<file path="config.mk">
export PLATFORM = sky130hd
export DESIGN_NAME = ext_bus_if
export DESIGN_NICKNAME = d
export VERILOG_FILES = /design/src/hw/ext_bus_pkg.sv /design/src/hw/ext_bus_if.sv
export SDC_FILE = /design/constraint.sdc
export NUM_CORES = 1
export LEC_CHECK = 0
export BUFFER_PORTS_ARGS = -buffer_cell sky130_fd_sc_hd__buf_4
export CORE_UTILIZATION = 40
export DETAILED_ROUTE_END_ITERATION = 10
export GPL_ROUTABILITY_DRIVEN = 0
export GPL_TIMING_DRIVEN = 1
export HOLD_SLACK_MARGIN = 0.1
export MAX_ROUTING_LAYER = met4
export PLACE_DENSITY = 0.67
export SLEW_MARGIN = 10
export SYNTH_ARGS = -nofsm -noshare
export SYNTH_HDL_FRONTEND = slang
export SYNTH_SLANG_ARGS = --single-unit
</file>
<file path="constraint.sdc">
create_clock -name mclk_in -period 3.67 [get_ports mclk_in]
set_input_delay 0.367 -clock mclk_in [delete_from_list [all_inputs] [get_ports mclk_in]]
set_output_delay 0.367 -clock mclk_in [all_outputs]
set_load 0.02 [all_outputs]
</file>
<file path="src/hw/ext_bus_pkg.sv">
// constants, enumerations and carriers for the external memory bus interface
// assumes one core clock at 50 MHz and a core that issues one access at a time
package ext_bus_pkg;

	// ----------------------------------------------------------------
	// timing
	// ----------------------------------------------------------------
	localparam int unsigned CLK_HZ          = 50_000_000;
	localparam int unsigned MCYC_CLOCKS     = 4;
	localparam int unsigned RESET_MCYCLES   = 2;
	localparam int unsigned RESET_CLOCKS    = RESET_MCYCLES * MCYC_CLOCKS;
	localparam int unsigned DATA_MCYC_MIN   = 2;
	localparam int unsigned DATA_MCYC_MAX   = 9;

	// ----------------------------------------------------------------
	// widths, addresses and reset values
	// ----------------------------------------------------------------
	localparam int unsigned STRETCH_W       = 3;
	localparam int unsigned MCOUNT_W        = 4;
	localparam int unsigned RSTCNT_W        = 4;
	localparam logic [15:0] INT_CODE_LIMIT  = 16'h8000;
	localparam logic [1:0]  PHASE_ADDR      = 2'h0;
	localparam logic [1:0]  PHASE_HOLD      = 2'h1;
	localparam logic [1:0]  PHASE_LAST      = 2'h3;
	localparam logic [7:0]  BYTE_RESET      = 8'h00;
	localparam logic [MCOUNT_W-1:0] FETCH_MCOUNT = 4'h1;
	localparam logic [RSTCNT_W-1:0] RSTCNT_DONE  = 4'h8;

	typedef enum logic [1:0] {
		ACC_FETCH      = 2'h0,
		ACC_CODE_TABLE = 2'h1,
		ACC_DATA_READ  = 2'h2,
		ACC_DATA_WRITE = 2'h3
	} access_kind_t;

	// gray codes along idle -> address -> strobe
	typedef enum logic [1:0] {
		ST_IDLE   = 2'b00,
		ST_ADDR   = 2'b01,
		ST_STROBE = 2'b11
	} bus_state_t;

	typedef struct packed {
		access_kind_t kind;
		logic [15:0]  addr;
		logic [7:0]   wdata;
	} req_t;

endpackage

</file>
<file path="src/hw/ext_bus_if.sv">
// external program and data memory bus interface, device end
// assumes the core offers one access per machine cycle and an external
// transparent latch on the low address byte
`timescale 1ns/100ps
`default_nettype none

// ----------------------------------------------------------------
// pin synchroniser: three flops, change taken when last two agree
// ----------------------------------------------------------------
module pin_sync3 #(
	parameter int unsigned W = 1
) (
	input  wire logic         clk_in,
	input  wire logic         rst_n_in,
	input  wire logic [W-1:0] d_in,
	output logic      [W-1:0] q_out
);
	logic [W-1:0] s1_reg;
	logic [W-1:0] s2_reg;
	logic [W-1:0] s3_reg;

	always_ff @(posedge clk_in or negedge rst_n_in) begin
		if (!rst_n_in) begin
			s1_reg <= '0;
			s2_reg <= '0;
			s3_reg <= '0;
			q_out  <= '0;
		end else begin
			s1_reg <= d_in;
			s2_reg <= s1_reg;
			s3_reg <= s2_reg;
			if (s2_reg == s3_reg) begin
				q_out <= s3_reg;
			end
		end
	end
endmodule

module ext_bus_if (
	input  wire logic                  mclk_in,
	input  wire logic                  rstn_in,
	// core side
	input  wire ext_bus_pkg::req_t     req_in,
	input  wire logic                  req_valid_in,
	input  wire logic [2:0]            stretch_in,
	input  wire logic                  wait_enable_in,
	output logic                       req_ready_out,
	output logic                       rsp_valid_out,
	output logic                       rsp_external_out,
	output logic [7:0]                 rsp_rdata_out,
	output logic                       core_reset_out,
	// pins
	input  wire logic                  external_fetch_select_n_in,
	input  wire logic                  reset_pin_in,
	input  wire logic                  wait_pin_in,
	input  wire logic [7:0]            ad_in,
	output logic [7:0]                 ad_out,
	output logic                       ad_oe_out,
	output logic [7:0]                 addr_hi_out,
	output logic                       addr_latch_strobe_out,
	output logic                       program_fetch_strobe_n_out,
	output logic                       data_write_strobe_n_out,
	output logic                       data_read_strobe_n_out
);

	// ----------------------------------------------------------------
	// reset release and pin synchronisers
	// ----------------------------------------------------------------
	logic rst_meta_reg;
	logic rst_n;

	always_ff @(posedge mclk_in or negedge rstn_in) begin
		if (!rstn_in) begin
			rst_meta_reg <= 1'b0;
			rst_n        <= 1'b0;
		end else begin
			rst_meta_reg <= 1'b1;
			rst_n        <= rst_meta_reg;
		end
	end

	logic [7:0] ad_s;
	logic [2:0] ctl_s;
	logic       fsel_n_s;
	logic       rst_pin_s;
	logic       wait_s;

	pin_sync3 #(.W(8)) u_sync_ad (
		.clk_in   (mclk_in),
		.rst_n_in (rst_n),
		.d_in     (ad_in),
		.q_out    (ad_s)
	);

	// wait pin is only ever sampled; this block has no driver for it
	pin_sync3 #(.W(3)) u_sync_ctl (
		.clk_in   (mclk_in),
		.rst_n_in (rst_n),
		.d_in     ({external_fetch_select_n_in, reset_pin_in, wait_pin_in}),
		.q_out    (ctl_s)
	);

	assign fsel_n_s  = ctl_s[2];
	assign rst_pin_s = ctl_s[1];
	assign wait_s    = ctl_s[0];

	// ----------------------------------------------------------------
	// state
	// ----------------------------------------------------------------
	typedef struct packed {
		ext_bus_pkg::bus_state_t          state;
		logic [1:0]                       phase;
		logic [ext_bus_pkg::MCOUNT_W-1:0] mcount;
		logic [ext_bus_pkg::RSTCNT_W-1:0] rst_cnt;
		logic [2:0]                       stretch;
		logic                             extended;
		ext_bus_pkg::req_t                req;
		logic                             ready;
		logic                             rsp_valid;
		logic                             rsp_ext;
		logic [7:0]                       rdata;
		logic                             core_reset;
		logic [7:0]                       ad;
		logic                             ad_oe;
		logic [7:0]                       a_hi;
		logic                             ale;
		logic                             pfs_n;
		logic                             wr_n;
		logic                             rd_n;
	} state_t;

	state_t s_reg;
	state_t s_next;
	logic   internal;
	logic   is_code;

	always_comb begin
		s_next           = s_reg;
		s_next.rsp_valid = 1'b0;
		s_next.phase     = s_reg.phase + 2'h1;
		is_code          = (req_in.kind == ext_bus_pkg::ACC_FETCH) ||
		                   (req_in.kind == ext_bus_pkg::ACC_CODE_TABLE);
		// select high keeps the low code range internal
		internal         = is_code && fsel_n_s && (req_in.addr < ext_bus_pkg::INT_CODE_LIMIT);

		// pin must stay high two whole machine cycles
		if (!rst_pin_s) begin
			s_next.rst_cnt = '0;
		end else if (s_reg.rst_cnt != ext_bus_pkg::RSTCNT_DONE) begin
			s_next.rst_cnt = s_reg.rst_cnt + 4'h1;
		end
		s_next.core_reset = (s_next.rst_cnt == ext_bus_pkg::RSTCNT_DONE);

		case (s_reg.state)
			ext_bus_pkg::ST_IDLE: begin
				if (req_valid_in && s_reg.ready) begin
					s_next.req      = req_in;
					s_next.extended = 1'b0;
					if (internal) begin
						// served inside: bus and strobes untouched
						s_next.rsp_valid = 1'b1;
						s_next.rsp_ext   = 1'b0;
						s_next.rdata     = ext_bus_pkg::BYTE_RESET;
					end else begin
						s_next.state   = ext_bus_pkg::ST_ADDR;
						s_next.ale     = 1'b1;
						s_next.ad      = req_in.addr[7:0];
						s_next.ad_oe   = 1'b1;
						s_next.a_hi    = req_in.addr[15:8];
						s_next.stretch = is_code ? 3'h0 : stretch_in;
						// data moves run 2 + stretch machine cycles
						s_next.mcount  = is_code ? ext_bus_pkg::FETCH_MCOUNT
						                         : ext_bus_pkg::FETCH_MCOUNT + {1'b0, stretch_in};
					end
				end
			end
			ext_bus_pkg::ST_ADDR: begin
				if (s_reg.phase == ext_bus_pkg::PHASE_ADDR) begin
					// latch closes here and keeps the low address
					s_next.ale = 1'b0;
				end else if (s_reg.phase == ext_bus_pkg::PHASE_HOLD) begin
					s_next.state = ext_bus_pkg::ST_STROBE;
					case (s_reg.req.kind)
						ext_bus_pkg::ACC_DATA_WRITE: begin
							s_next.wr_n = 1'b0;
							s_next.ad   = s_reg.req.wdata;
						end
						ext_bus_pkg::ACC_DATA_READ: begin
							s_next.rd_n  = 1'b0;
							s_next.ad_oe = 1'b0;
						end
						default: begin
							s_next.pfs_n  = 1'b0;
							s_next.ad_oe  = 1'b0;
						end
					endcase
				end
			end
			ext_bus_pkg::ST_STROBE: begin
				if (s_reg.phase == ext_bus_pkg::PHASE_LAST) begin
					if (s_reg.mcount != '0) begin
						s_next.mcount = s_reg.mcount - 4'h1;
					end else if (wait_enable_in && wait_s) begin
						s_next.extended = 1'b1;
					end else begin
						s_next.state     = ext_bus_pkg::ST_IDLE;
						s_next.pfs_n     = 1'b1;
						s_next.wr_n      = 1'b1;
						s_next.rd_n      = 1'b1;
						s_next.ad_oe     = 1'b0;
						s_next.rsp_valid = 1'b1;
						s_next.rsp_ext   = 1'b1;
						// read data lags the pins by the synchroniser depth
						s_next.rdata     = (s_reg.req.kind == ext_bus_pkg::ACC_DATA_WRITE)
						                   ? ext_bus_pkg::BYTE_RESET : ad_s;
					end
				end
			end
			default: begin
				s_next.state = ext_bus_pkg::ST_IDLE;
			end
		endcase

		// a pin reset aborts any access with the bus released
		if (s_next.core_reset) begin
			s_next.state     = ext_bus_pkg::ST_IDLE;
			s_next.ale       = 1'b0;
			s_next.pfs_n     = 1'b1;
			s_next.wr_n      = 1'b1;
			s_next.rd_n      = 1'b1;
			s_next.ad_oe     = 1'b0;
			s_next.rsp_valid = 1'b0;
		end
		// requests only start on a machine cycle boundary
		s_next.ready = (s_next.state == ext_bus_pkg::ST_IDLE) &&
		               (s_next.phase == ext_bus_pkg::PHASE_LAST) && !s_next.core_reset;
	end

	always_ff @(posedge mclk_in or negedge rst_n) begin
		if (!rst_n) begin
			s_reg        <= '0;
			s_reg.pfs_n  <= 1'b1;
			s_reg.wr_n   <= 1'b1;
			s_reg.rd_n   <= 1'b1;
		end else begin
			s_reg <= s_next;
		end
	end

	assign req_ready_out              = s_reg.ready;
	assign rsp_valid_out              = s_reg.rsp_valid;
	assign rsp_external_out           = s_reg.rsp_ext;
	assign rsp_rdata_out              = s_reg.rdata;
	assign core_reset_out             = s_reg.core_reset;
	assign ad_out                     = s_reg.ad;
	assign ad_oe_out                  = s_reg.ad_oe;
	assign addr_hi_out                = s_reg.a_hi;
	assign addr_latch_strobe_out      = s_reg.ale;
	assign program_fetch_strobe_n_out = s_reg.pfs_n;
	assign data_write_strobe_n_out    = s_reg.wr_n;
	assign data_read_strobe_n_out     = s_reg.rd_n;

	logic [5:0] slen_reg;
	always_ff @(posedge mclk_in or negedge rst_n) begin
		if (!rst_n) begin
			slen_reg <= '0;
		end else if (!s_reg.wr_n || !s_reg.rd_n) begin
			slen_reg <= slen_reg + 6'h1;
		end else begin
			slen_reg <= '0;
		end
	end
endmodule

`default_nettype wire

</file>
==> results.yml, run 1 <==
outcome:
  run_status: "finished, final reports clean"
timing:
  fmax_mhz: 392
  whs_ps: 229
  layout_min_cycle_time_ps: 2550
  clock_skew_ps: 7.69
  layout_setup_ws_ps: 1120
  drv_slew: 0
  slew_headroom_pct: 27.2
  hold_violations: 0
  grt_setup_unrepaired: "no"
  worst_pin_slew_ps: 1090
  fin_tns_setup_ps: 0
  final.period_utilization_pct: 69.6
  finalSetupViolations: 0
hold_path:
  hold_path_class: "input pin to flop"
critical_path:
  worst-endpoint-required_ps: 3920
  cp.arrival_ps: 2810
  crit_fanout: 14
  startpoint_type: "flop"
  crit_start: "s_reg[73]"
  worstSetupPathType: "flop to flop"
  r2r_slack_ps: 1120
  reg2reg_to: "addr_hi_out[3]"
  r2r_start: "s_reg[73]"
  r2r_cells: 5
  setup.worst_path.end_class: "flop"
  crit_path_end: "addr_hi_out[3]"
logic_synthesis:
  synth.distinct_cells: 49
  yosys_warnings: 0
  synthFlopType: "dfrtp_1"
  synth_edf_count: 0
  ys_seq_area_share_pct: 59.2
  synth_cells: 328
  syn-num-nets: 385
  avgSynthCellArea_um2: 13.0
  ys_ff_latch: 101
  async_reset_ff_share_pct: 100
  syn_area_mm2: 0.00428
global_routing:
  grt_max_degree: 88
  grt_pass1_vias: 2674
  antenna_found_initial: 0
  grt_usage_pct: 15.6
  grt_pass1_wl_um: 12900
  gr-total-overflow: 0
clock_tree:
  clock_latency_ps: 370
  h-tree-depth: 3
  cts_buffers: 9
  clk_pin_slew_ps: 90
  cts_tree: "yes"
  cts_resized: 0
  post_cts_buffers: 0
  cts-root-buf: "clkbuf_8"
  postCtsHoldBufs: 12
  numClockSinks: 101
  clock_path_buffers: 2
routing:
  vias: 2662
  via_per_inst: 4.92
  drc_errors: 0
  dr.pass1.iters: 4
  drtAntennaViolNets: 0
  routedWlPerCell_um: 14.4
  routed_wl_um: 7810
  drt-initial-drc-count: 77
finish:
  insertedDiodeCount: 0
  finalNonFillerCells: 541
  area_growth_pct: 21.4
  largest_reg_flops: 22
  finalCoreUtilization_pct: 50.3
  drive_above_1_share_pct: 34.8
  final_nets: 457
placement:
  dpl.hpwl_um: 5510
  placed_cells: 513
  port-buffer-count: 76
  place_ws_ps: 1100
pwr:
  p_leak_nw: 2.43
  clkPwrFrac_pct: 24.1
  p_per_area_mw_per_mm2: 659
  peakVddDrop_mv: 0.311
  p_int_mw: 2.30
  switching_share_pct: 32.8
  switching_power_mw: 1.12
  seqPwrFrac_pct: 45.3
  power_frac_comb_pct: 30.6
die:
  dieArea_mm2: 0.0111
  start_util_pct: 41.4
  die_h_um: 105
  row_count: 37
  die_w_um: 105
  io_pins: 77
  core_mm2: 0.0103
run:
  maxCapViolations: 0
[area by class of cell]
class	count	area, um^2
clock inverters	5	88.8
flip-flops and latches	101	2530
clock buffers	11	151
repair buffers	89	698
inverters	16	60.1
multi-input cells	183	1490
well taps	136	170
fillers	910	5130
[worst max-delay path, cell delays in order, from the launching register on]
cell and delay [ps]:
dfrtp_1 420, inv_1 100, ha_1 330, nand3_1 510, nor2_1 670, mux2_2 410
[routing by layer]
metal	GRT usage [%]	wire, um
met1	19.7	3450
met2	24.5	3960
met3	4.21	310
met4	4.93	87
met5	-	0
[power groups by stage]
stage               Combinational, mW  Clock, mW  Sequential (mW)
finish                           1.05      0.825             1.55
global placement                 1.01          0             1.57
floorplan                       0.793          0             1.56
global route                     1.15      0.893             1.59
detailed placement               1.04          0             1.58
CTS                              1.05      0.849             1.56
[cell usage in the layout, fill, tap and decap left out, types with 11 or more instances in the layout]
cell / n
dlygate4sd3_1: 12
clkbuf_8: 11
xor2_1: 11
a21oi_1: 11
a22o_1: 16
buf_4: 77
mux2_2: 35
dfrtp_1: 97
ha_1: 13
inv_1: 16
o21ai_0: 12
[Yosys cell counts, types with 2 or more instances]
master     n  share of area [%]
a31oi_1    3               0.44
o21bai_1   3               0.53
a21oi_1   11                1.3
nand2b_1   4               0.58
nand2_1    8               0.70
o21ai_0   12                1.4
or3_1      2               0.29
dfrtp_1   98                 57
mux2_2    35                9.2
buf_4     24                4.2
a22o_1    16                3.3
xnor2_1    2               0.41
ha_1      13                3.8
mux2i_1    2               0.47
clkbuf_1   3               0.26
o21a_1     3               0.53
or2_2      2               0.29
xor2_1    11                2.3
o31ai_1    2               0.35
inv_1     16                1.4
a211o_1    2               0.41
o41ai_1    2               0.41
dfstp_2    3                1.8
nand3b_1   3               0.53
nor4bb_1   2               0.47
nand3_1    6               0.70
nor3_1     2               0.23
nor2_1     9               0.79
nor2b_1    6               0.88
nor4_1     4               0.58
[worst min path at each step]
stage                           from           end  cells past startpoint
final                     req_in[24]     s_reg[57]                      2
after global placement       rstn_in  rst_meta_reg                      1
after floorplan              rstn_in  rst_meta_reg                      0
after detailed placement     rstn_in  rst_meta_reg                      1
after global routing       req_in[2]     s_reg[35]                      2
after CTS                  req_in[2]     s_reg[35]                      2
[cells by family after synthesis]
logic type	after synthesis	share of synthesized area, %
flops	101	59.2
xor+xnor	13	2.66
simple gates	56	7.75
mux	37	9.68
fa+ha+maj	13	3.80
buf+inv	44	5.97
compound gates	63	10.9
other cells	1	0.0877
[stage by stage]
step,instance area (um^2),power (mW)
6_report,5190,3.42
4_1_cts,5190,3.46
5_1_grt,5190,3.64
3_3_place_gp,4830,2.58
3_5_place_dp,4830,2.62
2_1_floorplan,4280,2.35
Note: power is estimated with default switching activity, not from simulation.
==> inputs of run 2 (changes only) <==
PLACE_DENSITY = 0.7   (was 0.67)
clock period = 2.2 ns   (was 3.67 ns; I/O delays follow)
==> run 2 against run 1 <==
Against the previous run: combinational power rose by 80%; sequential share of layout area fell by 2.0 points; first-iteration DRC count rose by 100%; worst setup slack got worse by 980 ps; cell count rose by 4.8%; final area rose by 4.3%; worst hold slack got worse by 120 ps.
==> results.yml, run 2 (synthesis results as in run 1) <==
outcome:
  run_status: "finished, final reports clean"
timing:
  fmax_mhz: 485
  layout_min_cycle_time_ps: 2060
  finalSetupViolations: 0
  fin_tns_setup_ps: 0
  grt_setup_unrepaired: "no"
  worst_pin_slew_ps: 655
  clock_skew_ps: 11.0
  final.period_utilization_pct: 93.8
  slew_headroom_pct: 56.0
  drv_slew: 0
  whs_ps: 109
  hold_violations: 0
pwr:
  peakVddDrop_mv: 0.470
  p_per_area_mw_per_mm2: 1050
  p_leak_nw: 2.54
critical_path:
  cp.arrival_ps: 2360
  worst-endpoint-required_ps: 2500
  setup.worst_path.end_class: "flop"
  worst_path_largest_cell_delay_ps: 450
  cp_num_buf_inv: 1
  critical_path.top_delay_family: "simple AND/OR/NAND/NOR gates"
  crit_fanout: 8
  crit_chain: "inv_2 > ha_1 > or3b_4 > or4_4 > a221oi_4 > a22o_1"
  critPathSlowestCell: "or4_4"
  worstSetupPathType: "flop to flop"
  startpoint_type: "flop"
clock_tree:
  clk_pin_slew_ps: 90
  cts-root-buf: "clkbuf_8"
  h-tree-depth: 3
  cts_tree: "yes"
  numClockSinks: 101
  clock_path_buffers: 2
  cts_buffers: 9
  clock_latency_ps: 370
die:
  die_h_um: 105
  row_count: 37
  io_pins: 77
  dieArea_mm2: 0.0111
  die_w_um: 105
  core_mm2: 0.0103
  start_util_pct: 41.4
finish:
  largest_reg_flops: 22
  final_nets: 483
  n_fill_cell: 875
  drive_above_1_share_pct: 35.5
  final_cell_mix: "dfrtp_1 (97), buf_4 (86), mux2_2 (35)"
  insertedDiodeCount: 0
  area_growth_pct: 26.6
  final_common_cell: "dfrtp_1"
  finalNonFillerCells: 567
  final_area_mm2: 0.00542
routing:
  dr.pass1.iters: 4
  drt-initial-drc-count: 154
  vias: 2810
  drtAntennaViolNets: 0
  via_per_inst: 4.96
  routedWlPerCell_um: 15.0
  routed_wl_um: 8510
  drc_errors: 0
global_routing:
  grt_pass1_wl_um: 13900
  grt_pass1_vias: 2843
  gr-total-overflow: 0
  antenna_found_initial: 0
  grt_usage_pct: 16.7
  grt_max_degree: 45
hold_path:
  hold_path_class: "input pin to flop"
placement:
  placed_cells: 523
  port-buffer-count: 76
  dpl.hpwl_um: 5970
  placed_area_mm2: 0.00492
run:
  maxCapViolations: 0
## run 2: cell count changes in the layout (fill, tap and decap cells not counted), sizes merged
cell	previous run	this run
buf	77	87
bufinv	2	1
clkbuf	11	12
clkinv	0	3
dlygate4sd3	12	28
inv	19	16
## run 2: path summary, 6_finish.rpt
path / start / endpoint / slack (ps) / cells after the start
min in group asynchronous: rstn_in / rst_n / 160 / 2
worst min-delay path: req_in[23] / addr_hi_out[7] / 110 / 3
worst min register to register: rst_n / addr_hi_out[5] / 340 / 0
max in group asynchronous: rst_n / u_sync_ad.q_out[3] / 1160 / 1
worst max-delay path: s_reg[67] / rsp_rdata_out[5] / 140 / 6
worst max register to register: s_reg[67] / rsp_rdata_out[5] / 140 / 6
## run 2: per-layer routing
layer  GRT usage, %  up-vias  routed length, um
met5              -        -                  0
met2           28.3       65               4460
li1               -     1326                  -
met4           5.43        0                149
met3           4.33        9                346
met1           19.4     1410               3560
## run 2: layout make-up
type,instances,area [um^2],area share (%)
sequential,101,2530,46.8
multi-input combinational,183,1490,27.6
timing repair buffer,115,946,17.5
tap,136,170,3.14
clock buffer,12,155,2.86
inverter,16,60.1,1.11
clock inverter,4,56.3,1.04
## run 2: timing repair
action | in CTS | in global routing
setup buffers | 0 | 0
hold buffers | 28 | 0
gates resized for setup | 0 | 3
setup endpoints to repair | 0 | 15
hold endpoints to repair | 29 | 0
## run 2: worst reg2reg max path: cells and delay by family, from the launching register on
kind / cells / cell delay, ps
adder cells (fa/ha/maj): 1 / 140
flip-flops: 1 / 420
AND/OR/NAND/NOR: 2 / 840
AO/OA/AOI/OAI: 2 / 540
buffers and inverters: 1 / 70
## run 2: per-stage QoR
step	setup WS [ps]	util (%)	power [mW]
4_1_cts	39.7	52.4	5.73
3_3_place_gp	118	47.7	4.37
6_report	137	52.5	5.71
2_1_floorplan	211	-	3.92
3_5_place_dp	57.6	47.7	4.46
5_1_grt	9.23	52.5	6.02
## run 2: power breakdown
group / internal [mW] / switching [mW]
Combinational: 0.926 / 0.960
Sequential: 2.27 / 0.325
Clock: 0.595 / 0.631
==> inputs of run 3 (changes only) <==
CORE_MARGIN = 10   (was unset)
MAX_ROUTING_LAYER = unset   (was met4)
==> run 3 against run 2 <==
Against the previous run: via count up 0.64%; cell count unchanged; combinational power about the same; clock power down 6%; worst hold slack better by 72 ps; critical path depth unchanged; maximum frequency down 1.6%; register-to-register slack worse by 30 ps; power down 1.3%; critical endpoint is now rsp_rdata_out[3]; largest cell class unchanged.
==> results.yml, run 3 (synthesis results as in run 1) <==
critical_path:
  reg2reg_to: "rsp_rdata_out[3]"
  r2r_start: "s_reg[67]"
  worst-endpoint-required_ps: 2500
  r2r_slack_ps: 100
  critPathSlowestCell: "or4_4"
  crit_fanout: 8
  r2r_cells: 6
  cp.arrival_ps: 2390
  setup.worst_path.end_class: "flop"
  worstSetupPathType: "flop to flop"
  worst_path_largest_cell_delay_ps: 450
  crit_chain: "inv_2 > ha_1 > or3b_4 > or4_4 > a221oi_4 > a22o_1"
  startpoint_type: "flop"
hold_path:
  hold_path_class: "input pin to asynchronous set/reset pin"
placement:
  port-buffer-count: 76
  dpl.hpwl_um: 6740
  placed_area_mm2: 0.00492
routing:
  vias: 2828
  via_per_inst: 4.99
  dr.pass1.iters: 4
  drc_errors: 0
  routed_wl_um: 9010
  drtAntennaViolNets: 0
  routedWlPerCell_um: 15.9
  drt-initial-drc-count: 134
pwr:
  seqPwrFrac_pct: 45.8
  switching_power_mw: 1.90
  clkPwrFrac_pct: 20.5
  p_per_area_mw_per_mm2: 1040
  p_int_mw: 3.73
  power_frac_comb_pct: 33.7
  p_total_mw: 5.63
  peakVddDrop_mv: 0.428
  p_leak_nw: 2.53
  switching_share_pct: 33.7
clock_tree:
  clk_pin_slew_ps: 90
  clock_path_buffers: 2
  h-tree-depth: 3
  cts-root-buf: "clkbuf_8"
  numClockSinks: 101
  cts_buffers: 9
  cts_tree: "yes"
  clock_latency_ps: 370
finish:
  final_common_cell: "dfrtp_1"
  area_growth_pct: 26.5
  finalCoreUtilization_pct: 52.2
  insertedDiodeCount: 0
  final_area_mm2: 0.00541
  largest_reg_flops: 22
  drive_above_1_share_pct: 35.5
  final_nets: 485
  seqCellArea_mm2: 0.00253
  final_cell_mix: "dfrtp_1 (97), buf_4 (87), mux2_2 (35)"
  multi_input_area_mm2: 0.00149
  n_fill_cell: 881
die:
  dieArea_mm2: 0.0152
  core_mm2: 0.0104
  start_util_pct: 41.3
  die_h_um: 123
  io_pins: 77
  row_count: 37
  die_w_um: 123
timing:
  grt_setup_unrepaired: "no"
  clock_skew_ps: 13.2
  hold_violations: 0
  fin_tns_setup_ps: 0
  drv_slew: 0
  final.period_utilization_pct: 95.3
  fmax_mhz: 477
  slew_headroom_pct: 54.6
  layout_min_cycle_time_ps: 2100
  worst_pin_slew_ps: 677
  whs_ps: 180
  finalSetupViolations: 0
global_routing:
  antenna_found_initial: 0
  grt_pass1_vias: 3097
  grt_usage_pct: 12.2
  grt_max_degree: 44
  gr-total-overflow: 0
  grt_pass1_wl_um: 14800
run:
  maxCapViolations: 0
outcome:
  run_status: "finished, final reports clean"
## run 3: changes by cell type in the layout (fill, tap and decap cells not counted), sizes merged
cell,previous run,this run
buf,87,88
clkbuf,12,10
clkinv,3,1
clkinvlp,0,2
dlygate4sd3,28,29
## run 3: worst max path at each step
stage | end | slack [ps] | start
2_1_floorplan | rsp_rdata_out[0] | 210 | s_reg[67]
3_3_place_gp | rsp_rdata_out[6] | 110 | s_reg[67]
3_5_place_dp | rsp_rdata_out[1] | 40 | s_reg[67]
4_1_cts | rsp_rdata_out[3] | 5 | s_reg[67]
5_1_grt | rsp_rdata_out[6] | 30 | s_reg[67]
6_report | rsp_rdata_out[3] | 100 | s_reg[67]
## run 3: metal layers
metal	GRT usage, %	up-vias	part of all wire [%]
met4	5.24	0	2.3
met3	4.01	17	5.7
met5	0	-	0
met2	20.7	72	52
met1	14.0	1407	40
li1	-	1332	-
## run 3: what timing repair did
| item | 4_1_cts | 5_1_grt |
|---|---|---|
| hold buffers | 29 | 0 |
| buffers inserted | 0 | 1 |
| endpoints found under the setup margin | 0 | 8 |
| endpoints found under the hold margin | 30 | 0 |
| resized for setup | 0 | 3 |
## run 3: worst max-delay path, delay by kind of cell, from the launching register on
family	cells	cell delay [ps]
flip-flops	1	410
adder cells (fa/ha/maj)	1	140
AND/OR/NAND/NOR	2	840
buffers and inverters	1	70
AO/OA/AOI/OAI	2	580
## run 3: stage by stage
stage / setup WS (ps) / instances
floorplan: 211 / 328
global placement: 108 / 523
detailed placement: 42.3 / 523
CTS: 5.20 / 566
global route: 32.1 / 567
finish: 103 / 567
## run 3: power groups by stage
stage	combinational, mW	sequential, mW	clock [mW]
4_1_cts	1.88	2.58	1.20
5_1_grt	2.09	2.64	1.27
3_5_place_dp	1.84	2.62	0
2_1_floorplan	1.32	2.60	0
3_3_place_gp	1.76	2.59	0
6_report	1.90	2.58	1.16
## run 3: final cells by class
type | instances | area share (%)
inverter | 16 | 1.11
clock inverter | 4 | 0.925
multi-input combinational | 183 | 27.6
sequential | 101 | 46.9
clock buffer | 10 | 2.54
timing repair buffer | 117 | 17.8
tap | 136 | 3.15
